### src/rtl/adcc_pkg.sv
// package of constants and types for the converter channel and clock control
`default_nettype none
package adcc_pkg;
    localparam logic [3:0] ADDR_CTRL0 = 4'h0;
    localparam logic [3:0] ADDR_CTRL1 = 4'h1;
    localparam logic [3:0] ADDR_CTRL2 = 4'h2;
    localparam logic [3:0] ADDR_RES_HI = 4'h3;
    localparam logic [3:0] ADDR_RES_LO = 4'h4;
    localparam logic [3:0] ADDR_VREF = 4'h5;
    localparam logic [3:0] ADDR_IRQ_STAT = 4'h6;
    localparam logic [3:0] ADDR_IRQ_EN = 4'h7;
    localparam logic [3:0] ADDR_IRQ_CLR = 4'h8;
    localparam int CTRL0_GO_BIT = 1;
    localparam int CTRL0_ON_BIT = 0;
    localparam int CTRL0_CHS_LSB = 2;
    localparam int CTRL1_FMT_BIT = 7;
    localparam int CTRL1_CS_LSB = 4;
    localparam int CTRL1_NREF_BIT = 2;
    localparam int CTRL1_PREF_LSB = 0;
    localparam int VREF_FIXED_REF_ENABLE_BIT = 7;
    localparam int VREF_RDY_BIT = 6;
    localparam int VREF_TEMP_SENSE_ENABLE_BIT = 5;
    localparam int VREF_TEMP_RANGE_SELECT_BIT = 4;
    localparam logic [7:0] CTRL0_RESET = 8'h00;
    localparam logic [7:0] CTRL1_RESET = 8'h00;
    localparam logic [7:0] CTRL2_RESET = 8'h0f;
    localparam logic [7:0] VREF_RESET = 8'h00;
    localparam logic [4:0] CHS_TEMP = 5'h1d;
    localparam logic [4:0] CHS_DAC = 5'h1e;
    localparam logic [4:0] CHS_FVR = 5'h1f;
    localparam logic [3:0] CHSN_SINGLE = 4'hf;
    localparam logic [1:0] PREF_SUPPLY = 2'h0;
    localparam logic [1:0] PREF_EXT = 2'h2;
    localparam logic [1:0] PREF_FVR = 2'h3;
    localparam logic [2:0] CS_RC_LOW = 3'h3;
    localparam logic [3:0] CONV_PERIODS = 4'hf;
    localparam int RC_DIV_DEFAULT = 32;
    localparam int FVR_SETTLE_CYCLES = 16;
    typedef enum logic [1:0] {REF_SUPPLY_SEL, REF_EXT_SEL, REF_FVR_SEL} adcc_pref_t;
    typedef struct packed {
        logic [4:0] posChannel;
        logic [3:0] negChannel;
        logic singleEnded;
        adcc_pref_t posRef;
        logic negRefExt;
        logic tempEnable;
        logic tempHighRange;
        logic fixedRefEnable;
    } adcc_analog_t;
    typedef struct packed {
        logic [3:0] addr;
        logic [7:0] wdata;
        logic wr;
        logic rd;
    } adcc_bus_t;
endpackage
`default_nettype wire

### src/rtl/adcc_top.sv
// converter channel, reference, clock and sequencing control
//
// Local design decisions: the register offsets and strobed register access.
`default_nettype none
module adcc_top
    import adcc_pkg::*;
#(
    parameter int RC_DIV = RC_DIV_DEFAULT
) (
    // clock and reset
    input wire logic mclk,
    input wire logic resetn,
    // register port
    input wire logic [3:0] regAddr,
    input wire logic [7:0] regWdata,
    input wire logic regWr,
    input wire logic regRd,
    output logic [7:0] regRdata,
    // power state
    input wire logic sleepMode,
    // converter core
    output logic sampleHold,
    output logic bitStrobe,
    input wire logic [12:0] coreResult,
    output adcc_analog_t analogCtrl,
    // events
    output logic irq,
    output logic wakeReq
);
    typedef enum logic [1:0] {ST_IDLE, ST_CONV, ST_DONE} adcc_state_t;

    logic [7:0] ctrl0_reg;
    logic [7:0] ctrl1_reg;
    logic [7:0] ctrl2_reg;
    logic [7:0] vref_reg;
    logic [7:0] resHi_reg;
    logic [7:0] resLo_reg;
    logic [7:0] rdata_reg;
    logic doneFlag_reg;
    logic doneEn_reg;
    logic [4:0] fvrCnt_reg;
    logic fixed_ref_ready_reg;
    adcc_state_t state_reg;
    logic [3:0] period_reg;
    logic sleep1_reg;
    logic sleep2_reg;
    logic tick;
    logic run;
    logic periodLast;
    logic convDone;
    logic [2:0] clkSel;
    logic [1:0] prefCode;
    logic [12:0] rawSm;
    logic [15:0] resultFmt;

    assign clkSel = ctrl1_reg[CTRL1_CS_LSB +: 3];
    assign prefCode = ctrl1_reg[CTRL1_PREF_LSB +: 2];

    // sleep level from outside the domain
    always_ff @(posedge mclk or negedge resetn) begin
        if (!resetn) begin
            sleep1_reg <= 1'b0;
            sleep2_reg <= 1'b0;
        end else begin
            sleep1_reg <= sleepMode;
            sleep2_reg <= sleep1_reg;
        end
    end

    // in sleep, conversion only runs with rc selected
    assign run = (state_reg == ST_CONV) && (!sleep2_reg || clkSel[1:0] == CS_RC_LOW[1:0]);

    adcc_clock_div #(
        .RC_DIV(RC_DIV)
    ) u_div (
        .mclk(mclk),
        .resetn(resetn),
        .run(run),
        .clkSel(clkSel),
        .tick(tick)
    );

    assign periodLast = (period_reg == CONV_PERIODS - 4'd1);
    assign convDone = tick && periodLast;

    // sequencer over bit periods
    always_ff @(posedge mclk or negedge resetn) begin
        if (!resetn) begin
            state_reg <= ST_IDLE;
            period_reg <= 4'h0;
        end else begin
            case (state_reg)
                ST_IDLE: begin
                    period_reg <= 4'h0;
                    if (ctrl0_reg[CTRL0_GO_BIT] && ctrl0_reg[CTRL0_ON_BIT]) begin
                        state_reg <= ST_CONV;
                    end
                end
                ST_CONV: begin
                    if (!ctrl0_reg[CTRL0_ON_BIT]) begin
                        state_reg <= ST_IDLE;
                    end else if (convDone) begin
                        state_reg <= ST_DONE;
                    end else if (tick) begin
                        period_reg <= period_reg + 4'd1;
                    end
                end
                ST_DONE: begin
                    state_reg <= ST_IDLE;
                end
                default: begin
                    state_reg <= ST_IDLE;
                end
            endcase
        end
    end

    assign sampleHold = (state_reg == ST_CONV) && (period_reg == 4'h0);
    assign bitStrobe = tick && (state_reg == ST_CONV);

    // sign-magnitude left aligned or twos complement right aligned
    assign rawSm = coreResult[12] ? 13'(-$signed(coreResult)) : coreResult;
    always_comb begin
        if (ctrl1_reg[CTRL1_FMT_BIT]) begin
            resultFmt = {{3{coreResult[12]}}, coreResult};
        end else begin
            resultFmt = {rawSm[11:0], 3'h0, coreResult[12]};
        end
    end

    // result registers loaded at completion
    always_ff @(posedge mclk or negedge resetn) begin
        if (!resetn) begin
            resHi_reg <= 8'h00;
            resLo_reg <= 8'h00;
        end else if (convDone && state_reg == ST_CONV) begin
            resHi_reg <= resultFmt[15:8];
            resLo_reg <= resultFmt[7:0];
        end
    end

    // control registers, go bit clears itself at completion
    always_ff @(posedge mclk or negedge resetn) begin
        if (!resetn) begin
            ctrl0_reg <= CTRL0_RESET;
            ctrl1_reg <= CTRL1_RESET;
            ctrl2_reg <= CTRL2_RESET;
            vref_reg <= VREF_RESET;
        end else begin
            if (regWr && regAddr == ADDR_CTRL0) begin
                ctrl0_reg <= {1'b0, regWdata[6:0]};
            end else if (state_reg == ST_DONE || (state_reg == ST_CONV && !ctrl0_reg[CTRL0_ON_BIT])) begin
                ctrl0_reg[CTRL0_GO_BIT] <= 1'b0;
            end
            if (regWr && regAddr == ADDR_CTRL1) begin
                ctrl1_reg <= {regWdata[7:4], 1'b0, regWdata[2:0]};
            end
            if (regWr && regAddr == ADDR_CTRL2) begin
                ctrl2_reg <= {4'h0, regWdata[3:0]};
            end
            if (regWr && regAddr == ADDR_VREF) begin
                vref_reg <= {regWdata[7], 1'b0, regWdata[5:0]};
            end
        end
    end

    // fixed reference ready after a settle count
    always_ff @(posedge mclk or negedge resetn) begin
        if (!resetn) begin
            fvrCnt_reg <= 5'h00;
            fixed_ref_ready_reg <= 1'b0;
        end else if (!vref_reg[VREF_FIXED_REF_ENABLE_BIT]) begin
            fvrCnt_reg <= 5'h00;
            fixed_ref_ready_reg <= 1'b0;
        end else if (fvrCnt_reg == 5'(FVR_SETTLE_CYCLES - 1)) begin
            fixed_ref_ready_reg <= 1'b1;
        end else begin
            fvrCnt_reg <= fvrCnt_reg + 5'd1;
        end
    end

    // done flag and enable; set wins over clear
    always_ff @(posedge mclk or negedge resetn) begin
        if (!resetn) begin
            doneFlag_reg <= 1'b0;
            doneEn_reg <= 1'b0;
        end else begin
            if (convDone && state_reg == ST_CONV) begin
                doneFlag_reg <= 1'b1;
            end else if (regWr && regAddr == ADDR_IRQ_CLR && regWdata[0]) begin
                doneFlag_reg <= 1'b0;
            end
            if (regWr && regAddr == ADDR_IRQ_EN) begin
                doneEn_reg <= regWdata[0];
            end
        end
    end

    assign irq = doneFlag_reg && doneEn_reg;
    assign wakeReq = irq && sleep2_reg;

    // analog controls to the multiplexer and references
    always_comb begin
        analogCtrl.posChannel = ctrl0_reg[CTRL0_CHS_LSB +: 5];
        analogCtrl.negChannel = ctrl2_reg[3:0];
        analogCtrl.singleEnded = (ctrl2_reg[3:0] == CHSN_SINGLE);
        case (prefCode)
            PREF_EXT: analogCtrl.posRef = REF_EXT_SEL;
            PREF_FVR: analogCtrl.posRef = REF_FVR_SEL;
            default: analogCtrl.posRef = REF_SUPPLY_SEL;
        endcase
        analogCtrl.negRefExt = ctrl1_reg[CTRL1_NREF_BIT];
        analogCtrl.tempEnable = vref_reg[VREF_TEMP_SENSE_ENABLE_BIT];
        analogCtrl.tempHighRange = vref_reg[VREF_TEMP_SENSE_ENABLE_BIT] && vref_reg[VREF_TEMP_RANGE_SELECT_BIT];
        analogCtrl.fixedRefEnable = vref_reg[VREF_FIXED_REF_ENABLE_BIT];
    end

    // read data one cycle after strobe
    always_ff @(posedge mclk or negedge resetn) begin
        if (!resetn) begin
            rdata_reg <= 8'h00;
        end else if (regRd) begin
            case (regAddr)
                ADDR_CTRL0: rdata_reg <= ctrl0_reg;
                ADDR_CTRL1: rdata_reg <= ctrl1_reg;
                ADDR_CTRL2: rdata_reg <= ctrl2_reg;
                ADDR_RES_HI: rdata_reg <= resHi_reg;
                ADDR_RES_LO: rdata_reg <= resLo_reg;
                ADDR_VREF: rdata_reg <= {vref_reg[7], fixed_ref_ready_reg, vref_reg[5:0]};
                ADDR_IRQ_STAT: rdata_reg <= {7'h00, doneFlag_reg};
                ADDR_IRQ_EN: rdata_reg <= {7'h00, doneEn_reg};
                default: rdata_reg <= 8'h00;
            endcase
        end else begin
            rdata_reg <= 8'h00;
        end
    end

    assign regRdata = rdata_reg;
endmodule
`default_nettype wire

### src/rtl/adcc_clock_div.sv
// conversion bit period tick generator, divided system clock or rc tick
`default_nettype none
module adcc_clock_div
    import adcc_pkg::*;
#(
    parameter int RC_DIV = RC_DIV_DEFAULT
) (
    // clock and reset
    input wire logic mclk,
    input wire logic resetn,
    // control
    input wire logic run,
    input wire logic [2:0] clkSel,
    // bit period tick
    output logic tick
);
    logic [6:0] cnt_reg;
    logic [6:0] limit;

    // divisor from select code, rc modelled by the RC_DIV divisor on the same counter
    function automatic logic [6:0] div_of(input logic [2:0] sel);
        case (sel)
            3'h0: div_of = 7'd2;
            3'h4: div_of = 7'd4;
            3'h1: div_of = 7'd8;
            3'h5: div_of = 7'd16;
            3'h2: div_of = 7'd32;
            3'h6: div_of = 7'd64;
            default: div_of = 7'(RC_DIV);
        endcase
    endfunction

    assign limit = div_of(clkSel) - 7'd1;

    always_ff @(posedge mclk or negedge resetn) begin
        if (!resetn) begin
            cnt_reg <= 7'h00;
        end else if (!run || cnt_reg >= limit) begin
            cnt_reg <= 7'h00;
        end else begin
            cnt_reg <= cnt_reg + 7'd1;
        end
    end

    assign tick = run && (cnt_reg >= limit);
endmodule
`default_nettype wire

### config.mk
export PLATFORM = sky130hd
export DESIGN_NAME = adcc_top
export DESIGN_NICKNAME = d
export VERILOG_FILES = /design/src/rtl/adcc_pkg.sv /design/src/rtl/adcc_top.sv /design/src/rtl/adcc_clock_div.sv
export SDC_FILE = /design/constraint.sdc
export NUM_CORES = 1
export LEC_CHECK = 0
export ABC_AREA = 1
export BUFFER_PORTS_ARGS = -buffer_cell sky130_fd_sc_hd__buf_2
export CAP_MARGIN = 20
export CELL_PAD_IN_SITES_DETAIL_PLACEMENT = 1
export CELL_PAD_IN_SITES_GLOBAL_PLACEMENT = 2
export CORE_MARGIN = 3
export CORE_UTILIZATION = 31
export CTS_CLUSTER_DIAMETER = 60
export CTS_CLUSTER_SIZE = 14
export DETAILED_ROUTE_END_ITERATION = 7
export GPL_ROUTABILITY_DRIVEN = 0
export MAX_ROUTING_LAYER = met4
export PLACE_DENSITY_LB_ADDON = 0.1
export REMOVE_ABC_BUFFERS = 1
export SLEW_MARGIN = 30
export SYNTH_ARGS = -nofsm -noshare
export SYNTH_HDL_FRONTEND = slang
export SYNTH_SLANG_ARGS = --single-unit
### constraint.sdc
create_clock -name mclk -period 1.95 [get_ports mclk]
set_input_delay 0.39 -clock mclk [delete_from_list [all_inputs] [get_ports mclk]]
set_output_delay 0.39 -clock mclk [all_outputs]
set_load 0.01 [all_outputs]
# Word-level counts from Yosys, hierarchy flattened
# Cells that the tools add are included.
[totals]
ff_bits = 72
input_bits = 30
out_inout_bits = 28
[op_classes]
add_sub_neg = 5
order_cmp = 1
n_eq_ne = 27
muxes = 23
n_reduce_logical = 33
[ops]
columns = ["cell", "count"]
rows = [
  ["$pmux W8 S8", 1],
  ["$pmux W7 S5", 1],
  ["$logic_and A1 B1 Y1", 18],
  ["$eq A4 B3 Y1 const B", 4],
  ["$mux W16", 1],
  ["$eq A4 B4 Y1 const B", 3],
  ["$mux W12", 1],
  ["$mux W4", 3],
  ["$neg A12 Y12", 1],
  ["$mux W5", 2],
  ["$ne A2 B2 Y1 const B", 5],
  ["$eq A3 B3 Y1 const B", 3],
  ["$eq A2 B2 Y1 const B", 4],
  ["$eq A4 B2 Y1 const B", 2],
  ["$logic_not A4 Y1", 2],
  ["$mux W8", 1],
  ["$pmux W2 S2", 2],
  ["$pmux W4 S2", 1],
  ["$add A7 B1 Y7 const B", 1],
  ["$ge A7 B7 Y1", 1],
  ["$mux W7", 1],
  ["$sub A7 B1 Y7 const B", 1],
  ["$mux W1", 6],
  ["$mux W2", 3],
  ["other kinds (15)", 21],
]

# Longest topological paths before layout
[logic_depth]
depth_word = 9
mapped_depth = 12
ltp_nobuf = 12

# Hierarchy
# A second synthesis with hierarchy kept.
[unflattened]
cells_unflattened = 498
hier_area_um2 = 3950.0
[modules_own_cells]
columns = ["mod", "instances", "cells_per_inst", "area_each_um2", "seq_area_each_um2"]
rows = [
  ["adcc_top", 1, 427, 3398.3, 1631.6],
  ["adcc_clock_div", 1, 71, 551.8, 175.2],
]

# Least setup slack after synthesis
# No wires, ideal clock.
[synth_timing]
kind = "reg-to-output"
startpoint = "register ctrl1_reg[4]"
endpoint = "output port bitStrobe"
arrival_ps = 1324
required_ps = 1560
setup_slack_ps = 236
path_stages_with_launch = 10
path_buffers = 0
path_cell_list = "dfrtp_1 -> inv_1 -> nand3_1 -> ha_1 -> nand2_1 -> inv_1 -> a21oi_1 -> nand2_1 -> nand2_1 -> inv_1"
[synth_between]
elab_chain_len = 6
word_cells_on_any_way = 13
classes_between = "1 x add/sub; 1 x order compare; 5 x eq/ne; 1 x mux; 5 x reduce/logical"
[synth_rtl]
columns = ["element", "line", "rtl"]
rows = [
  ["start, declared", "adcc_top.sv:33", "logic [7:0] ctrl1_reg;"],
  ["start signal, assigned", "adcc_top.sv:156", "ctrl1_reg <= {regWdata[7:4], 1'b0, regWdata[2:0]};"],
  ["$eq A3 B3 Y1, or another cell as far along", "adcc_clock_div.sv:22", "case (sel)"],
  ["$pmux W7 S5", "adcc_clock_div.sv:22", ""],
  ["$sub A7 B1 Y7", "adcc_clock_div.sv:33", "assign limit = div_of(clkSel) - 7'd1;"],
  ["$ge A7 B7 Y1", "adcc_clock_div.sv:45", "assign tick = run && (cnt_reg >= limit);"],
  ["$logic_and A1 B1 Y1 *", "adcc_clock_div.sv:45", ""],
  ["$logic_and A1 B1 Y1 *", "adcc_top.sv:119", "assign bitStrobe = tick && (state_reg == ST_CONV);"],
  ["end, declared", "adcc_top.sv:23", "output logic bitStrobe,"],
]
# Mark *: on every way between the ends. The rest lies on a longest branch, timed or not.

# Worst setup path after layout
# Same ends and word-level chain as after synthesis.

==> impl_results.rst <==
.. list-table::
   :header-rows: 1

   * - Metric
     - Value
   * - Number of global-route vias before repair
     - approximately 3800
   * - Half-perimeter wire length after detailed placement
     - between 9000 and 10000 µm
   * - Cells along the critical path
     - buf_6 -> nor2_2 -> ha_4 -> a21oi_2 -> nand2_1 -> nand2_2 -> nand2_2 -> nand2_1 -> inv_2 -> buf_6
   * - Final worst setup slack
     - -0.249 ns
   * - Number of placement rows
     - 40
   * - Post-CTS Hold Buffers
     - 0
   * - CP Data Arrival Time
     - 1.81 ns
   * - Relative contribution of sequential cells to total power
     - 42.6%
   * - Register area share after synthesis
     - 45.0%
   * - Critical path data required time
     - approximately 1.6 ns
   * - Final slew viol count
     - 0
   * - EDFF count, synth
     - 0
   * - TritonCTS clock tree
     - done
   * - Reg-to-reg slack, setup
     - -0.02 ns
   * - FF-to-FF Start
     - ctrl1_reg[4]
   * - Logic depth of the worst setup path including buffers
     - 10
   * - Mean post-synth cell area
     - between 7 and 8 µm²
   * - Count of antenna diodes in the layout
     - 0
   * - Classification of the worst-slack hold path
     - in -> async
   * - Gate power share
     - between 20% and 30%
   * - Portion of the clock cycle consumed by the worst path in the final layout
     - 113%
   * - Number of nets in the finished design
     - 639
   * - Nature of the critical path endpoint
     - output port
   * - Number of clock buffers inserted by TritonCTS
     - 9
   * - Iteration-0 DRC count of the detailed router
     - about 140
   * - Reg2reg end
     - state_reg[0]
   * - Post-synthesis cell type count
     - 37
   * - Worst Hold Margin
     - about 0.0021 ns
   * - Startpoint type of the worst setup path
     - flip-flop
   * - CTS sink cnt
     - 72
   * - Dominant cells by area after synthesis
     - sky130_fd_sc_hd__dfrtp_1 42%, sky130_fd_sc_hd__nand2_1 14%, sky130_fd_sc_hd__inv_1 6.5%
   * - Pre-CTS worst setup slack
     - -0.0864 ns
   * - Width of the die
     - between 100 and 150 µm
   * - DR WL/cell
     - 16.0 µm
   * - Maximum clock frequency
     - about 450 MHz
   * - Number of antenna violations at the first check in global routing
     - 0
   * - Max stage delay cell, worst path
     - sky130_fd_sc_hd__dfrtp_2
   * - Maximum single-stage delay on the critical path
     - approximately 0.44 ns
   * - Deepest level of the CTS H-tree
     - 3
   * - Wire length after detailed routing
     - approximately 12000 µm
   * - Net switching power
     - ~0.0014 W
   * - Number of synthesis warnings
     - 0
   * - Global-route wire length before repair
     - 19900 µm
   * - Most frequent cells after synthesis
     - 153 x sky130_fd_sc_hd__nand2_1, 69 x sky130_fd_sc_hd__inv_1, 68 x sky130_fd_sc_hd__dfrtp_1
   * - Leakage Power
     - 2.56 nW
   * - DRC Markers
     - 0
   * - Cell area after synthesis
     - between 4000 and 5000 µm²
   * - Clock-pin transition on the worst setup and hold timing paths
     - around 0.06 ns
   * - Initial Utilization
     - between 30% and 40%
   * - Minimum clock period after layout
     - 2.20 ns
   * - Cell with the most instances after synthesis
     - sky130_fd_sc_hd__nand2_1
   * - Post-route setup TNS
     - -0.269 ns
   * - Die H
     - approximately 120 µm
   * - Power Internal
     - approximately 0.003 W
   * - I/O pins
     - between 50 and 60
   * - Clock Tree Root
     - sky130_fd_sc_hd__clkbuf_16
   * - Fraction of registers with async set/reset
     - between 90% and 100%
   * - Reg2Reg Depth
     - 12
   * - IO buf count
     - 57
   * - Post-synthesis sequential element count
     - between 70 and 80
   * - Most used flip-flop cell after synthesis
     - sky130_fd_sc_hd__dfrtp_1
   * - Max Cap Violations
     - 0
   * - Clock power share
     - a little over a third
   * - Switching share of total power
     - a little under a third
   * - Pin count of the biggest net entering global routing
     - 36
   * - Worst-case clock skew
     - roughly 0.0076 ns
   * - Cell family with most CP delay
     - flip-flops
   * - Final ANT Viol Nets
     - 0
   * - Vias per Instance
     - approximately 4.7
   * - Number of detailed-routing iterations run before antenna repair
     - 4
   * - Number of standard cells after synthesis
     - 517
   * - Run status
     - complete, but fails checks
   * - Setup repair after global routing missed its margin
     - true
   * - CTS max path bufs
     - 2
   * - Power density over cell area
     - ~880 nW/µm²
   * - Critical path start-end classification
     - reg -> out
   * - Area leader, netlist
     - sky130_fd_sc_hd__dfrtp_1
   * - Fraction of final layout cells with drive strength greater than 1
     - between 20% and 30%
   * - Worst-skew pair later-pin latency
     - around 0.34 ns
   * - Crit Path Max Fanout
     - 4
   * - Grt total ovfl
     - 0
   * - Final-report setup violation count
     - 3
   * - Final number of hold-violating endpoints
     - 0
   * - Core Footprint
     - around 12000 µm²
   * - Die outline area
     - around 14000 µm²
   * - Area share of the largest cell type after synthesis
     - between 40% and 50%
   * - Buffers & Inverters on Critical Path
     - 3
   * - Total track usage
     - between 10% and 20%
   * - Vias after detailed routing
     - approximately 3600
   * - IR Drop Worst-Case VDD
     - around 380 µV
   * - Violated checks
     - negative setup slack
   * - Syn-to-layout area delta
     - 25.5%
==> stage by stage <==
step | instances | power, W | cell area [µm²] | utilization, %
final | 769 | 0.00441 | 5030 | 40.9
after global routing | 769 | 0.00472 | 5030 | 40.9
after CTS | 766 | 0.00442 | 4900 | 39.8
after detailed placement | 745 | 0.00282 | 4550 | 37.0
after global placement | 745 | 0.00278 | 4550 | 37.0
after floorplan | 501 | 0.00237 | 3890 | -
==> power by group through the flow <==
stage	combinational (W)	sequential (W)	clock, W
floorplan	0.000488	0.00188	0
global placement	0.000895	0.00189	0
detailed placement	0.000920	0.00190	0
CTS	0.000946	0.00187	0.00160
global route	0.00112	0.00191	0.00168
finish	0.000984	0.00188	0.00155
==> placed cells by master, fill, tap and decap left out, types with 3 or more instances in the layout <==
cell | Yosys | final
sky130_fd_sc_hd__a21oi_1 | 15 | 13
sky130_fd_sc_hd__a31oi_1 | 3 | 3
sky130_fd_sc_hd__buf_2 | 2 | 55
sky130_fd_sc_hd__buf_4 | 10 | 17
sky130_fd_sc_hd__buf_6 | 3 | 9
sky130_fd_sc_hd__clkbuf_16 | 0 | 9
sky130_fd_sc_hd__dfrtp_1 | 68 | 65
sky130_fd_sc_hd__dfrtp_2 | 0 | 3
sky130_fd_sc_hd__dfstp_2 | 4 | 4
sky130_fd_sc_hd__ha_1 | 13 | 10
sky130_fd_sc_hd__ha_4 | 0 | 3
sky130_fd_sc_hd__inv_1 | 69 | 65
sky130_fd_sc_hd__inv_2 | 2 | 5
sky130_fd_sc_hd__nand2_1 | 153 | 146
sky130_fd_sc_hd__nand2_2 | 4 | 10
sky130_fd_sc_hd__nand3_1 | 32 | 31
sky130_fd_sc_hd__nand4_1 | 4 | 4
sky130_fd_sc_hd__nor2_1 | 42 | 40
sky130_fd_sc_hd__nor2_2 | 2 | 4
sky130_fd_sc_hd__nor2_4 | 3 | 3
sky130_fd_sc_hd__nor3_1 | 4 | 3
sky130_fd_sc_hd__o21ai_0 | 41 | 41
sky130_fd_sc_hd__o21ai_1 | 6 | 6
sky130_fd_sc_hd__o21ai_2 | 10 | 10
sky130_fd_sc_hd__o22ai_1 | 4 | 4
sky130_fd_sc_hd__xnor2_1 | 3 | 3
sky130_fd_sc_hd__xor2_1 | 5 | 5
==> worst reg2reg max path: cells and delay by family, from the launching register on <==
kind / cells / cell delay [ns]
AOI/OAI and AO/OA: 2 / 0.26
adders and majority gates: 1 / 0.22
buffers and inverters: 3 / 0.43
DFF: 1 / 0.44
and+or+nand+nor: 6 / 0.54
==> repair_timing <==
action | CTS | global route
gates cloned | 0 | 1
pin swaps | 5 | 10
gates resized for setup | 9 | 27
setup endpoints to repair | 16 | 26
setup buffers | 5 | 3
hold endpoints to repair | 0 | 0
==> area by class of cell <==
| cell class | instances | area (µm²) |
|---|---|---|
| Fill cell | 1577 | 7280 |
| Multi-Input combinational cell | 358 | 1920 |
| Sequential cell | 72 | 1810 |
| Timing Repair Buffer | 83 | 544 |
| Inverter | 72 | 273 |
| Clock buffer | 13 | 260 |
| Tap cell | 168 | 210 |
| Clock inverter | 3 | 17.5 |
==> logic make-up (layout without fill, tap and decap cells) <==
logic type | Yosys count | count (layout) | share of synthesized area [%]
and+or+nand+nor | 249 | 250 | 26.6
buffers and inverters | 88 | 171 | 9.79
AOI/OAI and AO/OA | 86 | 86 | 12.6
DFF | 72 | 72 | 45.0
adders and majority gates | 13 | 13 | 4.05
xor gates and xnor gates | 8 | 8 | 1.75
other | 1 | 1 | 0.0935
==> per-layer routing <==
layer / up-vias / routed length, µm / track usage, %
met3: 8 / 391 / 4.52
met5: - / 0 / -
met1: 1781 / 5610 / 22.0
met2: 51 / 6150 / 31.3
li1: 1795 / - / -
met4: 0 / 119 / 4.51
==> worst max path at each step <==
stage | startpoint | end
finish | ctrl1_reg[4] | bitStrobe
CTS | ctrl1_reg[4] | bitStrobe
global placement | ctrl1_reg[4] | resLo_reg[6]
detailed placement | ctrl1_reg[4] | resHi_reg[3]
floorplan | ctrl1_reg[4] | period_reg[0]
global route | ctrl1_reg[4] | bitStrobe
Power figures use the tool's default switching activity.
